### config.mk
export PLATFORM = sky130hd
export DESIGN_NAME = reset_value_loader
export DESIGN_NICKNAME = d
export VERILOG_FILES = /design/src/core/reset_value_pkg.sv /design/src/core/reg_access_if.sv /design/src/core/axil_reg_slave.sv /design/src/core/reset_value_bank.sv /design/src/core/reset_value_loader.sv
export SDC_FILE = /design/constraint.sdc
export NUM_CORES = 1
export LEC_CHECK = 0
export ABC_AREA = 1
export BUFFER_PORTS_ARGS = -buffer_cell sky130_fd_sc_hd__buf_2
export CAP_MARGIN = 20
export CORE_ASPECT_RATIO = 1.75
export CORE_MARGIN = 1
export CORE_UTILIZATION = 50
export DETAILED_ROUTE_END_ITERATION = 10
export PLACE_DENSITY = 0.76
export SYNTH_ARGS = -nofsm -noshare
export SYNTH_HDL_FRONTEND = slang
export SYNTH_SLANG_ARGS = --single-unit
### constraint.sdc
create_clock -name aclk -period 3.4 [get_ports aclk]
set_input_delay 0.17 -clock aclk [delete_from_list [all_inputs] [get_ports aclk]]
set_output_delay 0.17 -clock aclk [all_outputs]
set_load 0.005 [all_outputs]
### src/core/reset_value_pkg.sv
// Function
// interrupt wake-up with global enable set loads program counter with 0004h.
// program counter cleared on every reset, advanced by one on wake-up.
// wake-up keeps registers; waking event sets flags in interrupt registers.
// status 0001 1xxx on power-on/brown-out; cause bits set on others.
// option and port A-D directions all ones on resets, kept on wake-up.
// port E direction 0000 -111 on all resets, kept on wake-up.
// timer two period set to all ones on every reset and wake-up.
// interrupt control 0000 000x on power-on, upper seven cleared on others.
// accumulator, timers, pointers, latches, captures undefined at power-on, kept after.
// port A 0x 0000 on power-on, 0u 0000 on master-clear or watchdog.
// timer two count, serial, holding, capture two control zeroed on resets.
// timer one control cleared only on power-on or brown-out reset.
// receive status 0000 -00x on every reset, kept on wake-up.
// converter control zero 0000 00-0 on every reset, kept on wake-up.
// five-bit program counter high latch cleared on every reset.
// timer two control, flags one, enables one -000 0000 on resets.
// unimplemented bits always read as zero.
// events sorted into three classes; matching column applied in one cycle.
package reset_value_pkg;

  // ****************************************
  // register indices (byte address = 4*idx)
  // ****************************************
  localparam logic [5:0] IDX_ACCUM = 6'h00;
  localparam logic [5:0] IDX_TIMER_ZERO_COUNT = 6'h01;
  localparam logic [5:0] IDX_PCL = 6'h02;
  localparam logic [5:0] IDX_STATUS = 6'h03;
  localparam logic [5:0] IDX_FSR = 6'h04;
  localparam logic [5:0] IDX_PORT_A_LATCH = 6'h05;
  localparam logic [5:0] IDX_PORT_B_LATCH = 6'h06;
  localparam logic [5:0] IDX_PORT_C_LATCH = 6'h07;
  localparam logic [5:0] IDX_PORT_D_LATCH = 6'h08;
  localparam logic [5:0] IDX_PROGRAM_COUNTER_HIGH_LATCH = 6'h09;
  localparam logic [5:0] IDX_INTERRUPT_CONTROL_REG = 6'h0A;
  localparam logic [5:0] IDX_PERIPHERAL_FLAGS_ONE = 6'h0B;
  localparam logic [5:0] IDX_PERIPHERAL_FLAGS_TWO = 6'h0C;
  localparam logic [5:0] IDX_TIMER_ONE_LOW = 6'h0D;
  localparam logic [5:0] IDX_TIMER_ONE_HIGH = 6'h0E;
  localparam logic [5:0] IDX_TIMER_ONE_CONTROL = 6'h0F;
  localparam logic [5:0] IDX_TIMER_TWO_COUNT = 6'h10;
  localparam logic [5:0] IDX_TIMER_TWO_CONTROL = 6'h11;
  localparam logic [5:0] IDX_SERIAL_PORT_CONTROL = 6'h12;
  localparam logic [5:0] IDX_CAP1L = 6'h13;
  localparam logic [5:0] IDX_CAP1H = 6'h14;
  localparam logic [5:0] IDX_RECEIVE_STATUS_CONTROL = 6'h15;
  localparam logic [5:0] IDX_TRANSMIT_HOLDING = 6'h16;
  localparam logic [5:0] IDX_RECEIVE_HOLDING = 6'h17;
  localparam logic [5:0] IDX_CAP2CON = 6'h18;
  localparam logic [5:0] IDX_CONVERSION_RESULT = 6'h19;
  localparam logic [5:0] IDX_CONVERTER_CONTROL_ZERO = 6'h1A;
  localparam logic [5:0] IDX_OPTION = 6'h1B;
  localparam logic [5:0] IDX_PORT_A_DIRECTION = 6'h1C;
  localparam logic [5:0] IDX_TRISB = 6'h1D;
  localparam logic [5:0] IDX_TRISC = 6'h1E;
  localparam logic [5:0] IDX_TRISD = 6'h1F;
  localparam logic [5:0] IDX_PORT_E_DIRECTION = 6'h20;
  localparam logic [5:0] IDX_PERIPHERAL_ENABLES_ONE = 6'h21;
  localparam logic [5:0] IDX_PR2 = 6'h22;
  localparam logic [5:0] IDX_EVENT = 6'h23;
  localparam int NUM_REGS = 36;

  // ****************************************
  // initial values and implemented-bit masks
  // ****************************************
  localparam logic [7:0] PC_RESET = 8'h00;
  localparam logic [7:0] PC_VECTOR = 8'h04;
  localparam logic [7:0] STATUS_POR = 8'h18;
  localparam logic [7:0] STATUS_KEEP_OTHER = 8'h07;
  localparam logic [7:0] STATUS_KEEP_WAKE = 8'hE7;
  localparam int STATUS_TO_BIT = 4;
  localparam int STATUS_PD_BIT = 3;
  localparam logic [7:0] ALL_ONES = 8'hFF;
  localparam logic [7:0] ZERO = 8'h00;
  localparam logic [7:0] PORT_E_DIRECTION_RESET = 8'h07;
  localparam logic [7:0] PORT_E_DIRECTION_MASK = 8'hF7;
  localparam logic [7:0] INTERRUPT_CONTROL_REG_KEEP = 8'h01;
  localparam int GIE_BIT = 7;
  localparam logic [7:0] PORT_A_LATCH_MASK = 8'h3F;
  localparam logic [7:0] PORT_A_LATCH_KEEP = 8'h10;
  localparam logic [7:0] TIMER_ONE_CONTROL_MASK = 8'h3F;
  localparam logic [7:0] RECEIVE_STATUS_CONTROL_MASK = 8'hF7;
  localparam logic [7:0] CONVERTER_CONTROL_ZERO_MASK = 8'hFD;
  localparam logic [7:0] PROGRAM_COUNTER_HIGH_LATCH_MASK = 8'h1F;
  localparam logic [7:0] SEVEN_MASK = 8'h7F;
  localparam logic [7:0] EVENT_MASK = 8'h07;

  // ****************************************
  // axi responses
  // ****************************************
  localparam logic [1:0] RESP_OKAY = 2'h0;
  localparam logic [1:0] RESP_SLVERR = 2'h2;

  typedef enum logic [1:0] {
    CLASS_NONE,
    CLASS_POWER,
    CLASS_RESET,
    CLASS_WAKE
  } event_class_type;

endpackage

### src/core/reg_access_if.sv
`timescale 1ns/1ps
interface reg_access_if;
  logic wr_en;
  logic [5:0] wr_idx;
  logic [7:0] wr_data;
  logic [5:0] rd_idx;
  logic [7:0] rd_data;
  logic rd_hit;
  modport slave (output wr_en, wr_idx, wr_data, rd_idx,
    input rd_data, rd_hit);
  modport bank (input wr_en, wr_idx, wr_data, rd_idx,
    output rd_data, rd_hit);
endinterface

### src/core/axil_reg_slave.sv
`timescale 1ns/1ps
module axil_reg_slave (
  // clock and reset
  input wire logic aclk,
  input wire logic aresetn,
  // write channels
  input wire logic [7:0] awaddr,
  input wire logic awvalid,
  output logic awready,
  input wire logic [31:0] wdata,
  input wire logic [3:0] wstrb,
  input wire logic wvalid,
  output logic wready,
  output logic [1:0] bresp,
  output logic bvalid,
  input wire logic bready,
  // read channels
  input wire logic [7:0] araddr,
  input wire logic arvalid,
  output logic arready,
  output logic [31:0] rdata,
  output logic [1:0] rresp,
  output logic rvalid,
  input wire logic rready,
  // register bank side
  reg_access_if.slave ra
);
  logic aw_have_q;
  logic w_have_q;
  logic [7:0] aw_q;
  logic [7:0] w_q;
  logic w_lane0_q;

  assign awready = !aw_have_q && !bvalid;
  assign wready = !w_have_q && !bvalid;
  assign arready = !rvalid;

  // ****************************************
  // write path: address and data in any order
  // ****************************************
  always_ff @(posedge aclk) begin
    if (!aresetn) begin
      aw_have_q <= 1'b0;
      w_have_q <= 1'b0;
      aw_q <= 8'h00;
      w_q <= 8'h00;
      w_lane0_q <= 1'b0;
    end else if (aw_have_q && w_have_q) begin
      aw_have_q <= 1'b0;
      w_have_q <= 1'b0;
    end else begin
      if (awvalid && awready) begin
        aw_have_q <= 1'b1;
        aw_q <= awaddr;
      end
      if (wvalid && wready) begin
        w_have_q <= 1'b1;
        w_q <= wdata[7:0];
        w_lane0_q <= wstrb[0];
      end
    end
  end

  logic wr_ok;
  assign wr_ok = aw_q[7:2] < 6'(reset_value_pkg::NUM_REGS);
  // only byte lane 0 carries data; upper lanes are ignored
  assign ra.wr_en = aw_have_q && w_have_q && w_lane0_q && wr_ok;
  assign ra.wr_idx = aw_q[7:2];
  assign ra.wr_data = w_q;

  always_ff @(posedge aclk) begin
    if (!aresetn) begin
      bvalid <= 1'b0;
      bresp <= reset_value_pkg::RESP_OKAY;
    end else if (aw_have_q && w_have_q) begin
      bvalid <= 1'b1;
      bresp <= wr_ok ? reset_value_pkg::RESP_OKAY
                     : reset_value_pkg::RESP_SLVERR;
    end else if (bready) begin
      bvalid <= 1'b0;
    end
  end

  // ****************************************
  // read path
  // ****************************************
  assign ra.rd_idx = araddr[7:2];
  always_ff @(posedge aclk) begin
    if (!aresetn) begin
      rvalid <= 1'b0;
      rdata <= 32'h0000_0000;
      rresp <= reset_value_pkg::RESP_OKAY;
    end else if (arvalid && arready) begin
      rvalid <= 1'b1;
      rdata <= {24'h00_0000, ra.rd_data};
      rresp <= ra.rd_hit ? reset_value_pkg::RESP_OKAY
                         : reset_value_pkg::RESP_SLVERR;
    end else if (rready) begin
      rvalid <= 1'b0;
    end
  end
endmodule

### src/core/reset_value_bank.sv
`timescale 1ns/1ps
module reset_value_bank (
  // clock and reset
  input wire logic aclk,
  input wire logic aresetn,
  // reset and wake-up sources, already on aclk
  input wire logic power_on_rst,
  input wire logic brown_out_rst,
  input wire logic master_clear_pin_rst,
  input wire logic watchdog_timer_rst,
  input wire logic sleeping,
  input wire logic wake_watchdog,
  input wire logic wake_irq,
  input wire logic [7:0] wake_interrupt_control_reg_flags,
  input wire logic [7:0] wake_peripheral_flags_one_flags,
  input wire logic [7:0] wake_peripheral_flags_two_flags,
  // program counter low from the core, used for pc + 1
  input wire logic [7:0] pc_current,
  // register access
  reg_access_if.bank ra,
  // state views
  output logic [7:0] program_counter_low,
  output logic [7:0] status_reg,
  output logic [7:0] interrupt_control_reg,
  output logic [7:0] timer_two_period,
  output logic [1:0] last_event
);
  typedef logic [7:0] byte_type;
  byte_type regs_q [reset_value_pkg::NUM_REGS];
  reset_value_pkg::event_class_type cls;
  logic any_rst;

  // implemented-bit mask of each register
  function automatic byte_type impl_mask(input logic [5:0] idx);
    unique case (idx)
      reset_value_pkg::IDX_PORT_A_LATCH: impl_mask = reset_value_pkg::PORT_A_LATCH_MASK;
      reset_value_pkg::IDX_PROGRAM_COUNTER_HIGH_LATCH: impl_mask = reset_value_pkg::PROGRAM_COUNTER_HIGH_LATCH_MASK;
      reset_value_pkg::IDX_TIMER_ONE_CONTROL: impl_mask = reset_value_pkg::TIMER_ONE_CONTROL_MASK;
      reset_value_pkg::IDX_TIMER_TWO_CONTROL,
      reset_value_pkg::IDX_PERIPHERAL_FLAGS_ONE,
      reset_value_pkg::IDX_PERIPHERAL_ENABLES_ONE: impl_mask = reset_value_pkg::SEVEN_MASK;
      reset_value_pkg::IDX_RECEIVE_STATUS_CONTROL: impl_mask = reset_value_pkg::RECEIVE_STATUS_CONTROL_MASK;
      reset_value_pkg::IDX_CONVERTER_CONTROL_ZERO: impl_mask = reset_value_pkg::CONVERTER_CONTROL_ZERO_MASK;
      reset_value_pkg::IDX_PORT_A_DIRECTION: impl_mask = reset_value_pkg::PORT_A_LATCH_MASK;
      reset_value_pkg::IDX_PORT_E_DIRECTION: impl_mask = reset_value_pkg::PORT_E_DIRECTION_MASK;
      reset_value_pkg::IDX_EVENT: impl_mask = reset_value_pkg::EVENT_MASK;
      default: impl_mask = reset_value_pkg::ALL_ONES;
    endcase
  endfunction

  // ****************************************
  // event classification
  // ****************************************
  assign any_rst = power_on_rst || brown_out_rst || master_clear_pin_rst
                   || watchdog_timer_rst;
  always_comb begin
    if (power_on_rst || brown_out_rst) begin
      cls = reset_value_pkg::CLASS_POWER;
    end else if (master_clear_pin_rst || watchdog_timer_rst) begin
      cls = reset_value_pkg::CLASS_RESET;
    end else if (sleeping && (wake_watchdog || wake_irq)) begin
      cls = reset_value_pkg::CLASS_WAKE;
    end else begin
      cls = reset_value_pkg::CLASS_NONE;
    end
  end

  // ****************************************
  // register update
  // ****************************************
  // undefined power-on values are modelled as kept contents; the bus reset
  // alone brings every register to a known zero; see
  always_ff @(posedge aclk) begin
    if (!aresetn) begin
      for (int i = 0; i < reset_value_pkg::NUM_REGS; i++) begin
        regs_q[i] <= reset_value_pkg::ZERO;
      end
    end else begin
      unique case (cls)
        reset_value_pkg::CLASS_POWER, reset_value_pkg::CLASS_RESET: begin
          regs_q[reset_value_pkg::IDX_PCL] <= reset_value_pkg::PC_RESET;
          regs_q[reset_value_pkg::IDX_OPTION] <= reset_value_pkg::ALL_ONES;
          regs_q[reset_value_pkg::IDX_PORT_A_DIRECTION] <= reset_value_pkg::PORT_A_LATCH_MASK;
          regs_q[reset_value_pkg::IDX_TRISB] <= reset_value_pkg::ALL_ONES;
          regs_q[reset_value_pkg::IDX_TRISC] <= reset_value_pkg::ALL_ONES;
          regs_q[reset_value_pkg::IDX_TRISD] <= reset_value_pkg::ALL_ONES;
          regs_q[reset_value_pkg::IDX_PORT_E_DIRECTION] <= reset_value_pkg::PORT_E_DIRECTION_RESET;
          regs_q[reset_value_pkg::IDX_PR2] <= reset_value_pkg::ALL_ONES;
          regs_q[reset_value_pkg::IDX_TIMER_TWO_COUNT] <= reset_value_pkg::ZERO;
          regs_q[reset_value_pkg::IDX_SERIAL_PORT_CONTROL] <= reset_value_pkg::ZERO;
          regs_q[reset_value_pkg::IDX_TRANSMIT_HOLDING] <= reset_value_pkg::ZERO;
          regs_q[reset_value_pkg::IDX_RECEIVE_HOLDING] <= reset_value_pkg::ZERO;
          regs_q[reset_value_pkg::IDX_CAP2CON] <= reset_value_pkg::ZERO;
          // bit 0 undefined, kept here
          regs_q[reset_value_pkg::IDX_RECEIVE_STATUS_CONTROL] <= regs_q[reset_value_pkg::IDX_RECEIVE_STATUS_CONTROL]
            & 8'h01;
          regs_q[reset_value_pkg::IDX_CONVERTER_CONTROL_ZERO] <= reset_value_pkg::ZERO;
          regs_q[reset_value_pkg::IDX_PROGRAM_COUNTER_HIGH_LATCH] <= reset_value_pkg::ZERO;
          regs_q[reset_value_pkg::IDX_TIMER_TWO_CONTROL] <= reset_value_pkg::ZERO;
          regs_q[reset_value_pkg::IDX_PERIPHERAL_FLAGS_ONE] <= reset_value_pkg::ZERO;
          regs_q[reset_value_pkg::IDX_PERIPHERAL_ENABLES_ONE] <= reset_value_pkg::ZERO;
          regs_q[reset_value_pkg::IDX_INTERRUPT_CONTROL_REG] <= regs_q[reset_value_pkg::IDX_INTERRUPT_CONTROL_REG]
            & reset_value_pkg::INTERRUPT_CONTROL_REG_KEEP;
          regs_q[reset_value_pkg::IDX_PORT_A_LATCH] <= regs_q[reset_value_pkg::IDX_PORT_A_LATCH]
            & reset_value_pkg::PORT_A_LATCH_KEEP;
          if (cls == reset_value_pkg::CLASS_POWER) begin
            regs_q[reset_value_pkg::IDX_STATUS] <= reset_value_pkg::STATUS_POR
              | (regs_q[reset_value_pkg::IDX_STATUS]
                 & reset_value_pkg::STATUS_KEEP_OTHER);
            regs_q[reset_value_pkg::IDX_TIMER_ONE_CONTROL] <= reset_value_pkg::ZERO;
          end else if (!watchdog_timer_rst && !sleeping) begin
            // clear while running leaves to and pd as they were
            regs_q[reset_value_pkg::IDX_STATUS] <=
              regs_q[reset_value_pkg::IDX_STATUS]
              & (reset_value_pkg::STATUS_KEEP_OTHER
                 | ~reset_value_pkg::STATUS_KEEP_WAKE);
          end else begin
            // to = watchdog not fired, pd = not asleep
            regs_q[reset_value_pkg::IDX_STATUS] <=
              (regs_q[reset_value_pkg::IDX_STATUS]
               & reset_value_pkg::STATUS_KEEP_OTHER)
              | (8'(!watchdog_timer_rst) << reset_value_pkg::STATUS_TO_BIT)
              | (8'(!sleeping) << reset_value_pkg::STATUS_PD_BIT);
          end
          regs_q[reset_value_pkg::IDX_EVENT] <= 8'(cls);
        end
        reset_value_pkg::CLASS_WAKE: begin
          // everything else retained; only flags, pc, status, period and event move
          if (wake_irq
              && regs_q[reset_value_pkg::IDX_INTERRUPT_CONTROL_REG][reset_value_pkg::GIE_BIT])
          begin
            regs_q[reset_value_pkg::IDX_PCL] <= reset_value_pkg::PC_VECTOR;
          end else begin
            regs_q[reset_value_pkg::IDX_PCL] <= pc_current + 8'h01;
          end
          regs_q[reset_value_pkg::IDX_INTERRUPT_CONTROL_REG] <= regs_q[reset_value_pkg::IDX_INTERRUPT_CONTROL_REG]
            | wake_interrupt_control_reg_flags;
          regs_q[reset_value_pkg::IDX_PERIPHERAL_FLAGS_ONE] <= regs_q[reset_value_pkg::IDX_PERIPHERAL_FLAGS_ONE]
            | (wake_peripheral_flags_one_flags & reset_value_pkg::SEVEN_MASK);
          regs_q[reset_value_pkg::IDX_PERIPHERAL_FLAGS_TWO] <= regs_q[reset_value_pkg::IDX_PERIPHERAL_FLAGS_TWO]
            | wake_peripheral_flags_two_flags;
          regs_q[reset_value_pkg::IDX_STATUS] <=
            (regs_q[reset_value_pkg::IDX_STATUS]
             & reset_value_pkg::STATUS_KEEP_WAKE)
            | (8'(!wake_watchdog) << reset_value_pkg::STATUS_TO_BIT);
          regs_q[reset_value_pkg::IDX_PR2] <= reset_value_pkg::ALL_ONES;
          regs_q[reset_value_pkg::IDX_EVENT] <= 8'(cls);
        end
        default: begin
          // software writes only between events; other registers retained
          if (ra.wr_en && ra.wr_idx != reset_value_pkg::IDX_EVENT) begin
            regs_q[ra.wr_idx] <= ra.wr_data & impl_mask(ra.wr_idx);
          end
        end
      endcase
    end
  end

  // ****************************************
  // reads and views
  // ****************************************
  always_comb begin
    ra.rd_hit = ra.rd_idx < 6'(reset_value_pkg::NUM_REGS);
    ra.rd_data = reset_value_pkg::ZERO;
    if (ra.rd_hit) begin
      ra.rd_data = regs_q[ra.rd_idx] & impl_mask(ra.rd_idx);
    end
  end

  assign program_counter_low = regs_q[reset_value_pkg::IDX_PCL];
  assign status_reg = regs_q[reset_value_pkg::IDX_STATUS];
  assign interrupt_control_reg = regs_q[reset_value_pkg::IDX_INTERRUPT_CONTROL_REG];
  assign timer_two_period = regs_q[reset_value_pkg::IDX_PR2];
  assign last_event = regs_q[reset_value_pkg::IDX_EVENT][1:0];

  // ****************************************
  // checks
  // ****************************************
  property p_vector;
    @(posedge aclk) disable iff (!aresetn)
    (cls == reset_value_pkg::CLASS_WAKE && wake_irq
     && interrupt_control_reg[reset_value_pkg::GIE_BIT])
    |=> program_counter_low == reset_value_pkg::PC_VECTOR;
  endproperty
  a_vector: assert property (p_vector) else $error("vector not loaded");

  property p_pc_reset;
    @(posedge aclk) disable iff (!aresetn)
    any_rst |=> program_counter_low == reset_value_pkg::PC_RESET;
  endproperty
  a_pc_reset: assert property (p_pc_reset) else $error("pc not cleared");

  property p_pc_step;
    @(posedge aclk) disable iff (!aresetn)
    (cls == reset_value_pkg::CLASS_WAKE && !wake_irq)
    |=> program_counter_low == $past(pc_current) + 8'h01;
  endproperty
  a_pc_step: assert property (p_pc_step) else $error("pc not advanced");

  property p_status_por;
    @(posedge aclk) disable iff (!aresetn)
    (power_on_rst || brown_out_rst) |=> status_reg[7:3] == 5'h03;
  endproperty
  a_status_por: assert property (p_status_por) else $error("status bad");

  property p_period;
    @(posedge aclk) disable iff (!aresetn)
    (cls != reset_value_pkg::CLASS_NONE) |=> timer_two_period == 8'hFF;
  endproperty
  a_period: assert property (p_period) else $error("period not set");

  property p_interrupt_control_reg;
    @(posedge aclk) disable iff (!aresetn)
    any_rst |=> interrupt_control_reg[7:1] == 7'h00
      && interrupt_control_reg[0] == $past(interrupt_control_reg[0]);
  endproperty
  a_interrupt_control_reg: assert property (p_interrupt_control_reg) else $error("interrupt_control_reg bad");

  property p_wake_flags;
    @(posedge aclk) disable iff (!aresetn)
    (cls == reset_value_pkg::CLASS_WAKE)
    |=> (interrupt_control_reg & $past(wake_interrupt_control_reg_flags))
        == $past(wake_interrupt_control_reg_flags);
  endproperty
  a_wake_flags: assert property (p_wake_flags) else $error("flag lost");

  property p_event;
    @(posedge aclk) disable iff (!aresetn)
    (cls != reset_value_pkg::CLASS_NONE) |=> last_event == $past(2'(cls));
  endproperty
  a_event: assert property (p_event) else $error("class not kept");
endmodule

### src/core/reset_value_loader.sv
`timescale 1ns/1ps
module reset_value_loader (
  // clock and reset
  input wire logic aclk,
  input wire logic aresetn,
  // axi4-lite write
  input wire logic [7:0] awaddr,
  input wire logic awvalid,
  output logic awready,
  input wire logic [31:0] wdata,
  input wire logic [3:0] wstrb,
  input wire logic wvalid,
  output logic wready,
  output logic [1:0] bresp,
  output logic bvalid,
  input wire logic bready,
  // axi4-lite read
  input wire logic [7:0] araddr,
  input wire logic arvalid,
  output logic arready,
  output logic [31:0] rdata,
  output logic [1:0] rresp,
  output logic rvalid,
  input wire logic rready,
  // event sources, same clock domain
  input wire logic power_on_rst,
  input wire logic brown_out_rst,
  input wire logic master_clear_pin_rst,
  input wire logic watchdog_timer_rst,
  input wire logic sleeping,
  input wire logic wake_watchdog,
  input wire logic wake_irq,
  input wire logic [7:0] wake_interrupt_control_reg_flags,
  input wire logic [7:0] wake_peripheral_flags_one_flags,
  input wire logic [7:0] wake_peripheral_flags_two_flags,
  input wire logic [7:0] pc_current,
  // state views
  output logic [7:0] program_counter_low,
  output logic [7:0] status_reg,
  output logic [7:0] interrupt_control_reg,
  output logic [7:0] timer_two_period,
  output logic [1:0] last_event
);
  reg_access_if ra ();

  axil_reg_slave u_slave (
    .aclk(aclk), .aresetn(aresetn),
    .awaddr(awaddr), .awvalid(awvalid), .awready(awready),
    .wdata(wdata), .wstrb(wstrb), .wvalid(wvalid), .wready(wready),
    .bresp(bresp), .bvalid(bvalid), .bready(bready),
    .araddr(araddr), .arvalid(arvalid), .arready(arready),
    .rdata(rdata), .rresp(rresp), .rvalid(rvalid), .rready(rready),
    .ra(ra.slave)
  );

  reset_value_bank u_bank (
    .aclk(aclk), .aresetn(aresetn),
    .power_on_rst(power_on_rst), .brown_out_rst(brown_out_rst),
    .master_clear_pin_rst(master_clear_pin_rst),
    .watchdog_timer_rst(watchdog_timer_rst),
    .sleeping(sleeping), .wake_watchdog(wake_watchdog),
    .wake_irq(wake_irq), .wake_interrupt_control_reg_flags(wake_interrupt_control_reg_flags),
    .wake_peripheral_flags_one_flags(wake_peripheral_flags_one_flags), .wake_peripheral_flags_two_flags(wake_peripheral_flags_two_flags),
    .pc_current(pc_current), .ra(ra.bank),
    .program_counter_low(program_counter_low), .status_reg(status_reg),
    .interrupt_control_reg(interrupt_control_reg),
    .timer_two_period(timer_two_period), .last_event(last_event)
  );
endmodule

==> Yosys cells after proc, flatten, opt, wreduce, memory -nomap -nowiden <==
Memory sizes are Yosys's and may differ from the RTL's.
Index checks and enable logic that the tools add are counted.
{ "totals": {"register_bits": 33, "latch_bits": 0, "ramBits": 288, "romBits": 0, "input_bits": 98, "out_inout_bits": 75, "wordCells": 214, "mem_count": 1} }
{ "memory_table": {"columns": ["memory", "words", "width", "rd", "rd_clocked_by_memory_dff", "wr", "line_no", "source"], "rows": [
  ["u_bank.regs_q", 36, 8, 8, 0, 36, "reset_value_bank.sv:29", "byte_type regs_q [reset_value_pkg::NUM_REGS];"]
]} }
{ "classes": {"add_sub_neg": 1, "mul": 0, "n_div": 0, "magnitude_cmp": 2, "eq_ne": 27, "shift": 0, "n_mux": 89, "n_bitwise": 47, "n_reduce_logical": 37} }
{ "ops": {"columns": ["op", "count"], "rows": [
  ["8-bit 2-to-1 mux", 38],
  ["8-bit one-hot mux with 6 select lines", 2],
  ["6-bit by 5-bit == test with 1-bit output, second input constant", 8],
  ["1-bit 2-to-1 mux", 40],
  ["1-bit OR", 37],
  ["6-bit by 4-bit == test with 1-bit output, second input constant", 6],
  ["6-bit == test, second input constant", 6],
  ["8-bit AND", 2],
  ["8-bit OR", 2],
  ["3-bit OR reduction", 5],
  ["6-bit by 3-bit == test with 1-bit output, second input constant", 2],
  ["1-bit logical AND", 12],
  ["6-bit < comparator, second input constant", 2],
  ["2-bit 2-to-1 mux", 5],
  ["8-bit by 1-bit adder with 8-bit output, second input constant", 1],
  ["8-bit by 4-bit OR with 8-bit output", 1],
  ["8-bit by 5-bit OR with 8-bit output", 1],
  ["8-bit by 7-bit OR with 8-bit output", 1],
  ["2-bit OR reduction", 4],
  ["8-bit OR reduction", 1],
  ["1-bit logical NOT", 7],
  ["7-bit 2-to-1 mux", 1],
  ["6-bit 2-to-1 mux", 1],
  ["6-bit inequality test, second input constant", 1],
  ["other kinds (10)", 17]
]} }

==> Depth between registers and ports, before layout <==
Gate-level depths: netlist of run 1.
{ "depth": {"depth_word": 14, "ltp_mapped": 16, "ltp_nobuf": 15} }

==> Cells and area by module <==
A second synthesis of run 1 with hierarchy kept.
{ "hier_totals": {"hier_cells": 1598, "hier_area_um2": 15103.2} }
{ "by_module_without_submodules": {"columns": ["module", "instances", "cells_per_inst", "area_per_inst_um2", "seq_area_each_um2"], "rows": [
  ["reset_value_bank", 1, 1428, 13695.6, 8528.2],
  ["axil_reg_slave", 1, 170, 1407.6, 580.6]
]} }

==> Worst setup path after synthesis of run 1 <==
Ideal clock, no wire load.
{ "synth_timing": {"path_type": "input-to-reg", "from": "in wake_watchdog", "to": "mem u_bank.regs_q[9][0] in the netlist's numbering (enable)", "setup_time_ps": 329, "t_arrival_ps": 2120, "t_required_ps": 3071, "slack_ps": 951, "stages": 11, "n_path_buf": 1, "path_cell_list": "o21ai_0 -> nand3b_1 -> nand2_1 -> inv_1 -> ha_1 -> nor3b_1 -> nand3_1 -> buf_6 -> nor4_4 -> nand2_1 -> nand2_1"} }
{ "synth_lines": {"columns": ["element", "line_no", "source"], "rows": [
  ["from (decl)", "reset_value_loader.sv:31", "input wire logic wake_watchdog,"],
  ["to (decl)", "reset_value_bank.sv:29", null]
]} }

==> results of run 1 <==
[flip-flops by register name (all words and copies together) (netlist names)]
signal	flops
u_bank.regs_q	304
u_slave.aw_have_q	1
u_slave.aw_q	6
u_slave.bresp	1
u_slave.bvalid	1
u_slave.ra.wr_data	8
u_slave.rdata	8
u_slave.rresp	1
u_slave.rvalid	1
u_slave.w_have_q	1
u_slave.w_lane0_q	1
[metal layers]
metal	vias up	global-route usage	wire length, µm
met5	-	0	0
met4	0	0.286	5300
met3	274	0.0543	4500
met2	858	0.566	26400
met1	6609	0.332	15900
li1	6383	-	-
[how the worst min path moves through the flow]
stage                                                   start              endpoint  slack (ps)
after detailed placement                               bready        u_slave.bvalid         430
after CTS                 wake_interrupt_control_reg_flags[0]  u_bank.regs_q[10][0]         0.9
after global routing      wake_interrupt_control_reg_flags[0]  u_bank.regs_q[10][0]          10
final                      wake_peripheral_flags_one_flags[5]  u_bank.regs_q[11][5]           8
after floorplan                                     araddr[7]      u_slave.rresp[1]         310
after global placement                              awaddr[6]       u_slave.aw_q[6]         430
[per-stage QoR]
step	setup WS [ps]	instances	power, µW	hold WS, ps	utilization
finish	436	2471	9460	8.08	0.606
global route	287	2471	9690	9.91	0.606
CTS	504	2467	9410	0.939	0.605
detailed placement	190	2374	5940	430	0.560
global placement	222	2374	5910	425	0.560
floorplan	951	1865	5490	315	-
[critical path, delay by kind of cell, from the launching register on]
| kind | cells | cell delay, ps |
|---|---|---|
| DFF | 1 | 440 |
| buffers and inverters | 4 | 880 |
| and+or+nand+nor | 8 | 1290 |
| AOI/OAI and AO/OA | 1 | 170 |
[power by group]
part | internal (µW) | switching [µW]
logic | 349 | 743
clock network | 1990 | 1530
registers | 4710 | 128
[area by class of cell]
cell class	count	area [µm²]
sequential	333	9470
clock buffer	40	891
clock inverter	12	131
tap	396	495
timing repair buffer	257	1880
fill	2593	12400
antenna	3	7.51
multi-input combinational	1277	5650
inverter	153	574
[cell usage in the layout (no fill, tap or decap), types with 2 or more instances in the layout]
cell type	instances
a21oi_1	48
a22oi_1	40
buf_12	11
buf_2	114
buf_4	90
bufinv_8	2
clkbuf_1	2
clkbuf_16	32
clkbuf_8	6
clkinv_1	5
clkinv_4	2
conb_1	63
dfxtp_1	53
diode_2	3
dlygate4sd3_1	41
edfxtp_1	280
ha_1	3
inv_1	140
inv_2	8
inv_4	4
nand2_1	471
nand2_2	12
nand3_1	43
nand3b_1	4
nand4_1	9
nor2_1	367
nor2_2	5
nor2_4	9
nor3_1	5
o2111ai_1	3
o211ai_1	18
o21a_1	2
o21ai_0	118
o21ai_1	10
o21bai_1	4
o22a_1	3
o22ai_1	24
o31ai_1	4
or2_2	3
[logic make-up after synthesis]
logic type,after synthesis,share of synthesized area
AO/OA/AOI/OAI,278,0.102
XOR/XNOR,1,0.000548
adder cells (fa/ha/maj),3,0.00235
buffers and inverters,255,0.0700
flip-flops,333,0.592
other,1,0.000234
AND/OR/NAND/NOR,932,0.233
==> results by group, run 1 <==
Logic synthesis
  • Area leader, netlist: edfxtp_1
  • Most common cell in the synthesized netlist: nand2_1
  • Post-Syn Area: 16000 µm²
  • Register area share after synthesis: 0.592
  • Post-synthesis register bit count: 333
  • Most common library cells after synthesis: nand2_1 (471), nor2_1 (370), edfxtp_1 (280)
  • Area contributors post-synth: edfxtp_1 (53%), nand2_1 (11%), nor2_1 (8.7%)
  • Syn Inst Count: 1803
  • Ys Warns: 0
  • Mean Syn Cell Area: 8.87 µm²
  • Synth cell types: 42
  • Synth top area share: 0.526
  • Post-synth top flop: edfxtp_1
  • Post-synth EDFFs: 280
  • Async set-or-reset flop fraction in the synthesized netlist: 0

Timing
  • Worst-Margin Slew: 1190 ps
  • Setup TNS: 0 ps
  • Final worst-path cycle share: 0.872
  • Final hold vios: 0
  • Achievable Freq: 337 MHz
  • Slew HR: 0.206
  • Worst clock skew: 22.6 ps
  • Max-slew violations: 0
  • Final min period: 2960 ps
  • Unrepaired setup endpoints after global routing: no
  • Final setup violation count: 0

Critical path
  • R2R setup slack: 440 ps
  • Crit Path Max Fanout: 15
  • WS Path Type: reg2reg
  • Critical Path RT: 3800 ps
  • Worst Reg-to-Reg Cells: 13
  • Critical Path Slowest Stage Cell: dfxtp_1
  • CP endpoint kind: flop
  • CP startpoint: u_slave.aw_q[3]
  • Critical-path cell list: inv_2 > nor2_1 > nand2_1 > inv_1 > nand2_1 > nand3_1 > nor2_1 > nand3_1 > nand2_2 > nor2_4 > inv_2 > buf_12 > o21ai_0
  • Critical R2R Capture: u_bank.regs_q[11][5]
  • Critical Path Max Stage Delay: 440 ps
  • Worst Setup EP: u_bank.regs_q[11][5]
  • R2R Path Start: u_slave.aw_q[3]
  • Arr. time, crit path: 3360 ps
  • Critical path launch point type: flop

Global route
  • Vias in the first global route: 14000
  • Initial antenna violation count: 3
  • First-pass GRT wire length: 77900 µm
  • Tot GR Track Use: 0.326
  • GRT overflow: 0
  • Largest net degree at the start of global routing: 37

Layout
  • Layout area overhead: 19.4%
  • Nets: 2151
  • Layout cell share with drive strength beyond 1: 0.147
  • Post-route cell area: 19100 µm²

Drt
  • Drt wl/cell: 21.1 µm
  • Starting DRT DRC Count: 1463
  • Final ANT Viol Nets: 0
  • Via density: 5.72
  • DRC viols: 0
  • Initial DRT Pass Iterations: 6
  • Via count: 14100
  • Routed WL: 52100 µm

Clock tree
  • CTS Root Cell: clkbuf_16
  • Clk buf depth: 3
  • Post-CTS Resized: 0
  • Clock-pin slew on the worst setup and hold paths: 70 ps
  • Num CTS Buffers: 28
  • Htree depth: 1
  • Hold Buf Count CTS: 41
  • Clock Latency Late Sink: 570 ps
  • Clk sinks: 333
  • # Post-CTS Setup Buffers: 0
  • CTS tree: done

Worst hold path
  • Hold Path Cell Cnt: 3
  • HP Class: in2reg

Floorplan
  • Io pins: 173
  • Initial Utilization: 0.507
  • Die Area: 32700 µm²
  • Chip width: 137 µm
  • Number of placement rows: 86
  • Core area: 31500 µm²
  • Die H: 239 µm

Placed design
  • Placed cell areas: 17700 µm²
  • DPL Wire Length: 36900 µm
  • GPL Wtd Cong: 0.969
  • Port bufs: 114

Pwr
  • Max VDD drop: 0.402 mV
  • Pwr per Cell Area: 495 nW/µm²
  • Static leakage: 0.00812 µW

Status
  • Status: finished clean

Run
  • MaxCap Viol Count: 0
Note: power is estimated with default switching activity, not from simulation.
==> run 2: changes to the inputs <==
--- a/config.mk
+++ b/config.mk
@@ -8,7 +8,7 @@
 export ABC_AREA = 1
 export BUFFER_PORTS_ARGS = -buffer_cell sky130_fd_sc_hd__buf_2
 export CAP_MARGIN = 20
-export CORE_ASPECT_RATIO = 1.75
+export CORE_ASPECT_RATIO = 0.6
 export CORE_MARGIN = 1
 export CORE_UTILIZATION = 50
 export DETAILED_ROUTE_END_ITERATION = 10
==> results by group, run 2 (same netlist as run 1, synthesis figures left out) <==
Status
  • Status: finished clean

Layout
  • Layout area overhead: 18.3%
  • Most frequent cells in the layout: nand2_1 (471), nor2_1 (367), edfxtp_1 (280), inv_1 (140), o21ai_0 (118)
  • Layout cell share with drive strength beyond 1: 0.138 (-0.00952)
  • Final Util: 0.604 (-0.00189)
  • # fillers: 2599 (+0.23%)
  • Leading cell type in the layout, fill and taps excluded: nand2_1
  • Largest register FFs: 304 (unchanged)
  • Largest Register: u_bank.regs_q
  • Nets: 2147 (-0.19%)

Drt
  • Starting DRT DRC Count: 2430 (+66%)
  • Final ANT Viol Nets: 0 (unchanged)
  • Drt wl/cell: 21.2 µm (+0.61%)
  • Via density: 5.70 (-0.23%)
  • DRC viols: 0 (unchanged)
  • Routed WL: 52700 µm (+1.3%)
  • Via count: 14200 (+0.42%)
  • Initial DRT Pass Iterations: 6 (unchanged)

Critical path
  • Arr. time, crit path: 3030 ps (-330 ps)
  • CP endpoint kind: flop
  • Critical Path RT: 3740 ps (-60 ps)
  • Worst Reg-to-Reg Cells: 12 (-1)
  • Critical path launch point type: flop
  • Critical-path cell list: nor2_4 > inv_1 > o21ai_2 > nand2_1 > nor2_4 > nand2_2 > nor2_4 > nand2_2 > nand2_1 > inv_1 > o21ai_0 > o21ai_0
  • Crit-path most repeated cell: nor2_4
  • WS Path Type: reg2reg
  • Crit Path Max Fanout: 10 (-5)
  • Critical Path Max Stage Delay: 430 ps (about the same)
  • Critical Path Slowest Stage Cell: dfxtp_1

Timing
  • Final min period: 2690 ps (-275 ps)
  • Final hold vios: 0 (unchanged)
  • Achievable Freq: 372 MHz (+10%)
  • Slew HR: 0.233 (+0.0268)
  • Max-slew violations: 0 (unchanged)
  • Worst clock skew: 37.5 ps (+14.9 ps)
  • Unrepaired setup endpoints after global routing: no
  • Setup TNS: 0 ps (unchanged)
  • Worst-Margin Slew: 1140 ps (-45.8 ps)
  • Final setup violation count: 0 (unchanged)
  • Final worst-path cycle share: 0.791 (-0.0808)
  • Min setup slack post-route: 711 ps (+275 ps)

Clock tree
  • Clock-pin slew on the worst setup and hold paths: 70 ps (about the same)
  • Clk buf depth: 3 (unchanged)
  • Clk sinks: 333 (unchanged)
  • CTS tree: done
  • CTS Root Cell: clkbuf_16
  • # Post-CTS Setup Buffers: 0 (unchanged)
  • Hold Buf Count CTS: 44 (+7.3%)
  • Num CTS Buffers: 31 (+11%)
  • Clock Latency Late Sink: 600 ps (+30 ps)
  • Post-CTS Resized: 0 (unchanged)
  • Htree depth: 1 (unchanged)

Global route
  • First-pass GRT wire length: 77700 µm (-0.22%)
  • Vias in the first global route: 13300 (-5.5%)
  • GRT overflow: 0 (unchanged)
  • Largest net degree at the start of global routing: 58 (+57%)
  • Tot GR Track Use: 0.322 (-0.00377)
  • Initial antenna violation count: 1 (-2)

Floorplan
  • Number of placement rows: 50 (-42%)
  • Chip width: 233 µm (+70%)
  • Core area: 31300 µm² (-0.59%)
  • Die H: 141 µm (-41%)
  • Io pins: 173 (unchanged)
  • Die Area: 32700 µm² (about the same)
  • Initial Utilization: 0.510 (+0.00300)

Placed design
  • Port bufs: 114 (unchanged)
  • GPL Wtd Cong: 0.986 (+1.7%)
  • DPL Wire Length: 36400 µm (-1.4%)
  • Pre-CTS WS: 426 ps (+236 ps)

Run
  • MaxCap Viol Count: 0 (unchanged)

Pwr
  • Pwr per Cell Area: 488 nW/µm² (-1.5%)
  • Static leakage: 0.00799 µW (-1.6%)
  • Max VDD drop: 0.337 mV (-16%)

Worst hold path
  • HP Class: in2reg
  • Hold Path Cell Cnt: 5 (+2)
## run 2: per-layer routing
metal,vias up,wire length [µm],track usage
li1,6368,-,-
met3,168,8150,0.109
met1,6577,19900,0.445
met4,0,2270,0.118
met2,1070,22400,0.471
met5,-,0,0
## run 2: path summary, 6_finish.rpt
kind | start | to | slack [ps]
worst max-delay path | u_slave.aw_q[4] | u_bank.regs_q[11][2] | 710
worst min-delay path | pc_current[4] | u_bank.regs_q[2][4] | 40
worst max register to register | u_slave.aw_q[4] | u_bank.regs_q[11][2] | 710
worst min register to register | u_bank.regs_q[22][5] | u_bank.regs_q[22][5] | 470
## run 2: power breakdown
| part | internal (µW) | total (µW) | switching (µW) |
|---|---|---|---|
| Combinational | 338 | 1090 | 748 |
| Clock | 1760 | 3310 | 1540 |
| Sequential | 4720 | 4840 | 122 |
| Total | 6820 | 9230 | 2410 |
## run 2: worst max-delay path: cells and delay by family (launching register included)
family                 cells  cell delay (ps)
AOI/OAI and AO/OA          3              440
buffers and inverters      2              210
DFF                        1              430
and+or+nand+nor            7             1350
## run 2: final cells by class
class	count	area (µm²)	area share
clock buffer	45	828	0.0438
inverter	153	574	0.0303
multi-input combinational	1277	5650	0.299
sequential	333	9470	0.500
timing repair buffer	250	1790	0.0945
tap	416	520	0.0275
antenna	1	2.50	0.000132
clock inverter	12	90.1	0.00476
## run 2: through the flow
stage          std cells  hold slack [ps]  area, µm²  power [µW]
2_1_floorplan       1865              315      16200        5490
3_3_place_gp        2385              432      17600        5880
3_5_place_dp        2385              433      17600        5920
4_1_cts             2486             33.6      18900        9170
5_1_grt             2486             75.7      18900        9460
6_report            2487             36.3      18900        9230
